--- src/sd_sync_pkg.sv ---
// Package for the sigma-delta timing and filter synchronisation block.
// Assumes a single master clock domain; no software-visible registers.
package sd_sync_pkg;

  // ********************************************************************
  // Rates and widths
  // ********************************************************************
  localparam int unsigned REF_DIV       = 256;  // Reference sampling divider
  localparam int unsigned PRESC_W       = 8;    // Counter width for REF_DIV
  localparam int unsigned NOTCH_W       = 12;   // Notch select code width
  localparam int unsigned MOD_DIV_W     = 8;    // Modulator divider width
  localparam int unsigned CAL_W         = 4;    // Calibration cycle count width
  localparam int unsigned WORD_W        = 24;   // Result width
  localparam logic [7:0]  MOD_DIV_DFLT  = 8'h7F;   // Master clocks per modulator tick - 1
  localparam logic [11:0] NOTCH_DFLT    = 12'h180; // Modulator ticks per update - 1
  localparam logic [3:0]  CAL_CONV_DFLT = 4'h2;    // Updates consumed by a calibration - 1

  // ********************************************************************
  // Control state
  // ********************************************************************
  typedef enum logic [2:0] {
    ST_SETTLE = 3'b001,
    ST_RUN    = 3'b010,
    ST_CAL    = 3'b100
  } mode_t;

  typedef struct packed {
    logic [1:0]         sync_pipe;
    logic               sync_prev;
    logic [PRESC_W-1:0] ref_cnt;
    logic [7:0]         mod_cnt;
    logic [11:0]        notch_cnt;
    logic [3:0]         cal_cnt;
    mode_t              mode;
    logic [WORD_W-1:0]  accum;
    logic [WORD_W-1:0]  result;
    logic               ref_tick;
    logic               mod_tick;
    logic               update;
    logic               filt_rst;
    logic               cal_busy;
  } state_t;

endpackage

--- src/sd_sync_ctrl.sv ---
// Timing and filter synchronisation control for a free-running converter.
// Assumes cal_cmd, notch_sel and mod_bit are synchronous to ref_clk; sync_n may not be.
`timescale 1ns/10ps

// Behaviour
// - Conversions run continuously after reset with no start command.
// - Result register updates at notch rate; it is readable at any time.
// - Reference sampled every 256 master clocks regardless of gain.
// - Reference and modulator rates are counted in master clock cycles; notch rate in modulator ticks, calibration time in windows.
// - Falling sync edge resets the digital filter to a known state.
// - Any calibration command resets the digital filter.
module sd_sync_ctrl #(
  parameter logic [7:0]  MOD_DIV  = sd_sync_pkg::MOD_DIV_DFLT,
  parameter logic [3:0]  CAL_CONV = sd_sync_pkg::CAL_CONV_DFLT
) (
  input  wire logic        ref_clk,
  input  wire logic        resetn,
  input  wire logic        sync_n,
  input  wire logic        cal_cmd,
  input  wire logic [11:0] notch_sel,
  input  wire logic        mod_bit,
  output logic             ref_sample,
  output logic             mod_sample,
  output logic             result_update,
  output logic             filter_reset,
  output logic             cal_busy,
  output logic [23:0]      result
);

  // ********************************************************************
  // State registers
  // ********************************************************************
  sd_sync_pkg::state_t st;
  sd_sync_pkg::state_t next_st;
  logic                sync_fall;

  // ********************************************************************
  // Filter restart shared by sync and calibration
  // ********************************************************************
  // Tick cleared too, else a wrap on the restart cycle shortens the window
  function automatic sd_sync_pkg::state_t restart_filter(input sd_sync_pkg::state_t s);
    sd_sync_pkg::state_t r;
    r           = s;
    r.accum     = 24'h000000;
    r.notch_cnt = 12'h000;
    r.mod_cnt   = 8'h00;
    r.mod_tick  = 1'b0;
    r.update    = 1'b0;
    r.filt_rst  = 1'b1;
    return r;
  endfunction

  always_comb begin
    next_st = st;
    next_st.sync_pipe = {st.sync_pipe[0], sync_n};
    next_st.sync_prev = st.sync_pipe[1];
    sync_fall = st.sync_prev & ~st.sync_pipe[1];

    next_st.ref_cnt = st.ref_cnt + 8'h01;
    next_st.ref_tick = (st.ref_cnt == 8'(sd_sync_pkg::REF_DIV - 1));

    next_st.mod_tick = 1'b0;
    if (st.mod_cnt == MOD_DIV) begin
      next_st.mod_cnt = 8'h00;
      next_st.mod_tick = 1'b1;
    end else begin
      next_st.mod_cnt = st.mod_cnt + 8'h01;
    end

    next_st.update = 1'b0;
    next_st.filt_rst = 1'b0;
    if (st.mod_tick) begin
      next_st.accum = st.accum + {23'h000000, mod_bit};
      if (st.notch_cnt >= notch_sel) begin
        next_st.notch_cnt = 12'h000;
        next_st.accum = 24'h000000;
        if (st.mode == sd_sync_pkg::ST_CAL) begin
          if (st.cal_cnt == CAL_CONV) begin
            next_st.mode = sd_sync_pkg::ST_RUN;
          end else begin
            next_st.cal_cnt = st.cal_cnt + 4'h1;
          end
        end else begin
          next_st.result = st.accum;
          next_st.update = 1'b1;
          next_st.mode = sd_sync_pkg::ST_RUN;
        end
      end else begin
        next_st.notch_cnt = st.notch_cnt + 12'h001;
      end
    end

    // Calibration wins over sync since it also restarts its own count
    if (cal_cmd) begin
      next_st         = restart_filter(next_st);
      next_st.cal_cnt = 4'h0;
      next_st.mode    = sd_sync_pkg::ST_CAL;
    end else if (sync_fall) begin
      next_st      = restart_filter(next_st);
      next_st.mode = sd_sync_pkg::ST_SETTLE;
    end
    next_st.cal_busy = (next_st.mode == sd_sync_pkg::ST_CAL);
  end

  always_ff @(posedge ref_clk or negedge resetn) begin
    if (!resetn) begin
      st <= '{sync_pipe: 2'h3, sync_prev: 1'b1, ref_cnt: 8'h00, mod_cnt: 8'h00,
              notch_cnt: 12'h000, cal_cnt: 4'h0, mode: sd_sync_pkg::ST_SETTLE,
              accum: 24'h000000, result: 24'h000000, ref_tick: 1'b0,
              mod_tick: 1'b0, update: 1'b0, filt_rst: 1'b0, cal_busy: 1'b0};
    end else begin
      st <= next_st;
    end
  end

  // ********************************************************************
  // Outputs, all straight from flops
  // ********************************************************************
  assign ref_sample    = st.ref_tick;
  assign mod_sample    = st.mod_tick;
  assign result_update = st.update;
  assign filter_reset  = st.filt_rst;
  assign cal_busy      = st.cal_busy;
  assign result        = st.result;

  // ********************************************************************
  // Checks
  // ********************************************************************
  property p_ref_period;
    @(posedge ref_clk) disable iff (!resetn)
      st.ref_tick |-> ##256 st.ref_tick;
  endproperty
  a_ref_period: assert property (p_ref_period) else $error("ref period wrong");

  property p_sync_reset;
    @(posedge ref_clk) disable iff (!resetn)
      $fell(st.sync_pipe[1]) && !cal_cmd |=> st.filt_rst && st.notch_cnt == 12'h000;
  endproperty
  a_sync_reset: assert property (p_sync_reset) else $error("sync did not reset");

  property p_cal_reset;
    @(posedge ref_clk) disable iff (!resetn)
      cal_cmd |=> st.filt_rst && st.cal_busy && st.accum == 24'h000000;
  endproperty
  a_cal_reset: assert property (p_cal_reset) else $error("cal did not reset");

  property p_sync_delay;
    @(posedge ref_clk) disable iff (!resetn)
      $fell(sync_n) ##1 !sync_n [*2] ##0 !cal_cmd |=> st.filt_rst;
  endproperty
  a_sync_delay: assert property (p_sync_delay) else $error("sync path wrong");

  property p_result_hold;
    @(posedge ref_clk) disable iff (!resetn)
      !st.update |-> st.result == $past(st.result);
  endproperty
  a_result_hold: assert property (p_result_hold) else $error("result moved");

  property p_mod_free;
    @(posedge ref_clk) disable iff (!resetn)
      !cal_cmd && !sync_fall && st.mod_cnt == MOD_DIV |=> st.mod_tick;
  endproperty
  a_mod_free: assert property (p_mod_free) else $error("modulator stalled");

  property p_no_update_cal;
    @(posedge ref_clk) disable iff (!resetn)
      st.cal_busy |-> !st.update;
  endproperty
  a_no_update_cal: assert property (p_no_update_cal) else $error("update in cal");

  property p_ref_free;
    @(posedge ref_clk) disable iff (!resetn)
      st.ref_cnt == 8'(sd_sync_pkg::REF_DIV - 1) |=> st.ref_tick;
  endproperty
  a_ref_free: assert property (p_ref_free) else $error("ref strobe missed");

  property p_ref_gap;
    @(posedge ref_clk) disable iff (!resetn)
      st.ref_tick |=> !st.ref_tick;
  endproperty
  a_ref_gap: assert property (p_ref_gap) else $error("ref strobe too long");

  property p_mod_bound;
    @(posedge ref_clk) disable iff (!resetn)
      st.mod_cnt <= MOD_DIV;
  endproperty
  a_mod_bound: assert property (p_mod_bound) else $error("modulator count out of range");

  property p_update_take;
    @(posedge ref_clk) disable iff (!resetn)
      st.mod_tick && st.notch_cnt >= notch_sel && st.mode != sd_sync_pkg::ST_CAL &&
      !cal_cmd && !sync_fall |=> st.update && st.result == $past(st.accum);
  endproperty
  a_update_take: assert property (p_update_take) else $error("window end missed");

  property p_filt_pulse;
    @(posedge ref_clk) disable iff (!resetn)
      st.filt_rst && !cal_cmd && !sync_fall |=> !st.filt_rst;
  endproperty
  a_filt_pulse: assert property (p_filt_pulse) else $error("filter reset stuck");

  property p_restart_clean;
    @(posedge ref_clk) disable iff (!resetn)
      st.filt_rst |-> st.mod_cnt == 8'h00 && !st.mod_tick && st.notch_cnt == 12'h000 &&
      st.accum == 24'h000000;
  endproperty
  a_restart_clean: assert property (p_restart_clean) else $error("restart left state");

  property p_sync_mode;
    @(posedge ref_clk) disable iff (!resetn)
      sync_fall && !cal_cmd |=> !st.cal_busy;
  endproperty
  a_sync_mode: assert property (p_sync_mode) else $error("sync left calibration on");

endmodule

--- config.mk ---
export PLATFORM = sky130hd
export DESIGN_NAME = sd_sync_ctrl
export DESIGN_NICKNAME = d
export VERILOG_FILES = /design/src/sd_sync_pkg.sv /design/src/sd_sync_ctrl.sv
export SDC_FILE = /design/constraint.sdc
export NUM_CORES = 1
export LEC_CHECK = 0
export BUFFER_PORTS_ARGS = -buffer_cell sky130_fd_sc_hd__buf_4
export CAP_MARGIN = 15
export CORE_UTILIZATION = 59
export DETAILED_ROUTE_END_ITERATION = 16
export GPL_ROUTABILITY_DRIVEN = 0
export MAX_ROUTING_LAYER = met4
export PLACE_DENSITY = 0.8
export SLEW_MARGIN = 20
export SYNTH_ARGS = -nofsm -noshare
export SYNTH_HDL_FRONTEND = slang
export SYNTH_SLANG_ARGS = --single-unit
--- constraint.sdc ---
create_clock -name ref_clk -period 3.05 [get_ports ref_clk]
set_input_delay 0.1525 -clock ref_clk [delete_from_list [all_inputs] [get_ports ref_clk]]
set_output_delay 0.1525 -clock ref_clk [all_outputs]
set_load 0.01 [all_outputs]
# Yosys cells after proc, flatten, opt, wreduce, memory -nomap -nowiden
# Index checks and enable logic that the tools add are counted.
classes:
  bitwise: 2
  order_cmp: 1
  n_addsub: 5
  reduce_logical: 1
  eq_ne: 5
  n_mux: 15
ops:
  columns: ["cell", "count"]
  rows:
  - ["two-way mux 80 bit", 2]
  - ["two-way mux 67 bit", 1]
  - ["two-way mux 55 bit", 1]
  - ["adder 24 x 1 -> 24 bit", 1]
  - ["two-way mux 24 bit", 1]
  - ["adder 8 x 1 -> 8 bit, second input constant", 2]
  - ["adder 12 x 1 -> 12 bit, second input constant", 1]
  - [">= comparator 12 bit", 1]
  - ["two-way mux 12 bit", 1]
  - ["== test 8 x 7 -> 1 bit, second input constant", 1]
  - ["== test 8 bit, second input constant", 1]
  - ["two-way mux 4 bit", 2]
  - ["two-way mux 8 bit", 1]
  - ["== test 3 bit, second input constant", 2]
  - ["two-way mux 3 bit", 2]
  - ["adder 4 x 1 -> 4 bit, second input constant", 1]
  - ["== test 4 x 2 -> 1 bit, second input constant", 1]
  - ["two-way mux 1 bit", 4]
  - ["nonzero test 3 bit", 1]
  - ["AND 1 bit", 1]
  - ["NOT 1 bit", 1]
word_totals:
  out_inout_bits: 29
  ff_bits: 91
  in_bits: 17

# Depth between registers and ports, before layout
logic_depth:
  depth_word: 8
  mapped_depth: 11

# Worst setup path after synthesis
# No wires, ideal clock.
synth_timing:
  path_type: "register to register"
  startpoint: "reg st[69] in the netlist's numbering"
  endpoint: "reg st (netlist bit result[7])"
  arrival_ns: 2.367
  n_path_buf: 1
  synth_period_minus_slack_ns: 2.494
  path_stages_with_launch: 9
  slack_ns: 0.556
  t_required_ns: 2.923
  cell_sequence: "dfrtp_1 > ha_1 > nand4_1 > a211o_1 > or3_1 > a21o_1 > a21oi_4 > buf_6 > mux2_1"
synth_between:
  elab_chain_len: 5
synth_rtl:
  columns: ["item", "line_no", "rtl"]
  rows:
  - ["from (decl)", "sd_sync_ctrl.sv:33", "sd_sync_pkg::state_t st;"]
  - ["from (signal assigned)", "sd_sync_ctrl.sv:107", "st <= '{sync_pipe: 2'h3, sync_prev: 1'b1, ref_cnt: 8'h00, mod_cnt: 8'h00,"]
  - ["from (signal assigned)", "sd_sync_ctrl.sv:112", "st <= next_st;"]
  - [">= comparator 12 bit (*)", "sd_sync_ctrl.sv:74", "if (st.notch_cnt >= notch_sel) begin"]
  - ["two-way mux 55 bit (*)", "sd_sync_ctrl.sv:74", null]
  - ["two-way mux 67 bit (*)", "sd_sync_ctrl.sv:72", "if (st.mod_tick) begin"]
  - ["two-way mux 80 bit", "sd_sync_ctrl.sv:98", "end else if (sync_fall) begin"]
  - ["two-way mux 80 bit (*)", "sd_sync_ctrl.sv:94", "if (cal_cmd) begin"]
# Mark *: on every way between the ends. The rest lies on a longest branch, timed or not. The select of a mux whose other input is x is not followed.
# A chain may end at the register's enable or synchronous reset.

# Final worst setup path
layout_timing:
  startpoint: "reg st[60] in the netlist's numbering"
  endpoint: "reg st[46] in the netlist's numbering"
layout_between:
  elab_chain_len: 5
layout_rtl:
  columns: ["item", "line_no"]
  rows:
  - [">= comparator 12 bit", "sd_sync_ctrl.sv:74"]
  - ["two-way mux 55 bit", "sd_sync_ctrl.sv:74"]
  - ["two-way mux 67 bit", "sd_sync_ctrl.sv:72"]
  - ["two-way mux 80 bit", "sd_sync_ctrl.sv:98"]
  - ["two-way mux 80 bit", "sd_sync_ctrl.sv:94"]
# No other way between the ends. The select of a mux whose other input is x is not followed.

==> impl_summary.txt <==
----------------------------------------------------
[Yosys]
  Most frequent cells after synthesis ... sky130_fd_sc_hd__dfrtp_1, sky130_fd_sc_hd__nand2_1, sky130_fd_sc_hd__nor2_1
  Number of flip-flops and latches in the synthesized netlist ... 91
  Cell type contributing the most total cell area after synthesis ... sky130_fd_sc_hd__dfrtp_1
  Total nets after synthesis ... 487
  Proportion of synthesized flip-flops having asynchronous set or reset ... 100%
  Fraction of synthesized cell area taken by the top area cell type ... 47.7%
  Synth Flop Type ... sky130_fd_sc_hd__dfrtp_1
  Sequential area share after synthesis ... 50.0%
  Number of synthesized flops with an enable pin ... 0
  Number of unique standard cell types used by synthesis ... 46
  Most frequent cell after synthesis ... sky130_fd_sc_hd__dfrtp_1
  Avg Cell Area, Syn ... 10.1 um2
  Number of instances in the synthesized netlist ... 451
  Cell area after synthesis ... 4570 um2
  Count of yosys warnings during synthesis ... 0
  Top area cells in the synthesized netlist ... sky130_fd_sc_hd__dfrtp_1, sky130_fd_sc_hd__ha_1, sky130_fd_sc_hd__mux2_1, sky130_fd_sc_hd__buf_4, sky130_fd_sc_hd__a21oi_1

[Global routing]
  Wire length of the first global-routing pass ... 15.5 mm
  Number of global-route vias before repair ... 3258
  All-layer global routing usage ... 24.5%
  Gr ovfl total ... 0
  Antenna violations before repair ... 0
  Largest net degree at the start of global routing ... 49

[Power]
  Pleak ... 2.41 nW
  Power Density ... 429 nW/um2
  Total power after layout ... 2.18 mW
  Worst VDD drop ... 246 uV

[Timing]
  Clock skew ... 0.0149 ns
  Number of slew-limit violations in the final report ... 0
  # setup viols final ... 0
  Period Utilization, post-route ... 93.7%
  Post-layout min period ... 2.86 ns
  Sum of negative setup slack ... 0 ns
  Maximum clock frequency ... 350 MHz
  Max_slew headroom ... 44.3%
  Hold Violations, Final ... 0
  RSZ-0062 raised after global routing ... no
  Transition time at the pin with the least slew margin ... 0.833 ns

[Floorplanning]
  Starting utilization of the core area ... 62.0%
  Core area ... 7370 um2
  Floorplan die area ... 8090 um2
  Overall die height ... 90.0 um
  Row count ... 31
  Horizontal die dimension ... 90.0 um
  Number of top-level design ports ... 46

[Clock network]
  Buffers from clock root to sink, at most ... 2
  Num CTS Buffers ... 9
  Root buf cell ... sky130_fd_sc_hd__clkbuf_8
  Clock Sinks ... 91
  CTS tree ... built
  Clock slew seen by the registers of the worst setup and hold paths ... 0.09 ns
  Number of buffers inserted to repair setup after CTS ... 0
  Clock network latency to the later pin of the worst-skew pair ... 0.37 ns
  Max H-tree Level ... 3

[Route]
  Final ANT Viol Nets ... 0
  Wirelength per Cell ... 15.4 um
  Detailed-router iteration count before antenna repair ... 5
  Remaining design rule violation count ... 0
  Initial drt markers ... 199
  Detail-routed via count per cell ... 5.95
  Routed wire length ... 8.97 mm
  Vias after detailed routing ... 3458

[Critical path]
  Type of the worst setup path ... flip-flop to flip-flop
  Launch point of the worst reg-to-reg path ... st[60]
  Launching element of the worst setup path ... st[60]
  Max Fanout on Critical Path ... 9
  Worst endpoint required time ... 3.34 ns
  Kind of end point of the critical path ... flip-flop
  Startpoint type of the worst setup path ... flip-flop
  Arrival @ worst endpoint ... 3.15 ns

[Cells and area]
  Final design utilization ... 68.9%
  Share of post-route cells with drive strength above 1 ... 18.0%
  Post-synthesis to final-layout area growth ... 11.2%
  Antenna Cells ... 0
  Number of nets in the final layout ... 513

[Worst hold path]
  Path class of the lowest-slack min-delay path ... input port to flip-flop
  Worst min-delay path startpoint ... mod_bit

[Placement]
  Half-perimeter wire length after detailed placement ... 6.22 mm
  I/O Buffers ... 45

[Run]
  Count of max-cap constraint violations ... 0

[Run status]
  Status ... finished, final reports clean

----------------------------------------------------
[logic make-up (layout without fill, tap and decap cells)]
family	count (synthesis)	in the layout	share of synthesized area, %
fa+ha+maj	19	19	5.21
buf+inv	65	96	7.78
mux	26	26	6.39
compound gates	87	87	11.8
simple gates	149	149	16.1
xor+xnor	14	14	2.69
flops	91	91	50.0
[state kept, by name, summed over array words and instances, names as in the netlist]
name / flops
st: 62
result: 24
cal_busy: 1
filter_reset: 1
mod_sample: 1
ref_sample: 1
result_update: 1
[path summary, 6_finish.rpt]
path                       depth (start not counted)   endpoint  slack, ns
setup reg to reg                                   9     st[46]       0.19
hold / removal                                     3     st[29]       0.15
max in group asynchronous                          3     st[45]       1.93
min in group asynchronous                          2  result[9]       0.32
hold reg to reg                                    0     st[90]       0.36
setup / recovery                                   9     st[46]       0.19
[metal layers]
| layer | wire length [um] | up-vias | track usage, % |
|---|---|---|---|
| met1 | 3960 | 1690 | 32.5 |
| met5 | 0 | - | - |
| met4 | 160 | 0 | 7.80 |
| li1 | - | 1627 | - |
| met3 | 495 | 19 | 5.25 |
| met2 | 4350 | 122 | 38.0 |
[worst max-delay path, stage by stage (launching register included)]
cell and delay [ns]:
sky130_fd_sc_hd__dfrtp_1 0.43, sky130_fd_sc_hd__inv_1 0.06, sky130_fd_sc_hd__ha_1 0.26, sky130_fd_sc_hd__nand2b_1 0.16, sky130_fd_sc_hd__a2111oi_2 0.54, sky130_fd_sc_hd__or3_1 0.29, sky130_fd_sc_hd__nand3_1 0.33, sky130_fd_sc_hd__buf_4 0.29
sky130_fd_sc_hd__or2_2 0.29, sky130_fd_sc_hd__a21oi_1 0.13
[layout by cell type (no fill, tap or decap), drive strengths merged, types with 7 or more instances in the layout]
cell and count:
nand4 7, a31oi 17, nor3 11, dfrtp 87, buf 53, inv 26
nand3 23, clkbuf 9, and3 14, a21oi 28, xor2 8, mux2 25
o21ai 19, or3 14, nor2 30, nand2 34, ha 19
[per-stage QoR]
| step | hold WS [ns] | cell area [um2] | setup WS [ns] | std cells |
|---|---|---|---|---|
| floorplan | -0.143 | 4570 | 0.556 | 451 |
| global placement | 0.196 | 4840 | 0.165 | 562 |
| detailed placement | 0.199 | 4840 | 0.0162 | 562 |
| CTS | 0.150 | 5070 | 0.118 | 581 |
| global route | 0.168 | 5080 | 0.0479 | 581 |
| finish | 0.155 | 5080 | 0.193 | 581 |
[layout make-up]
| class | count | area (um2) |
|---|---|---|
| clock inverters | 7 | 75.1 |
| multi-input cells | 295 | 1940 |
| inverters | 24 | 90.1 |
| clock buffers | 9 | 124 |
| flip-flops and latches | 91 | 2280 |
| repair buffers | 56 | 440 |
| well taps | 99 | 124 |
| fillers | 564 | 2290 |
[power breakdown]
part           internal (mW)  leakage [nW]  switching (mW)
clock                  0.383        0.0923           0.445
sequential              1.22          1.23          0.0116
combinational         0.0435          1.08          0.0746
total                   1.65          2.41           0.531
[repair_timing]
action                                  CTS  global route
endpoints found under the setup margin    1             6
endpoints found under the hold margin    45             0
gates resized for setup                   1             1
hold buffers                              3             0
(Power assumes the default switching activity.)
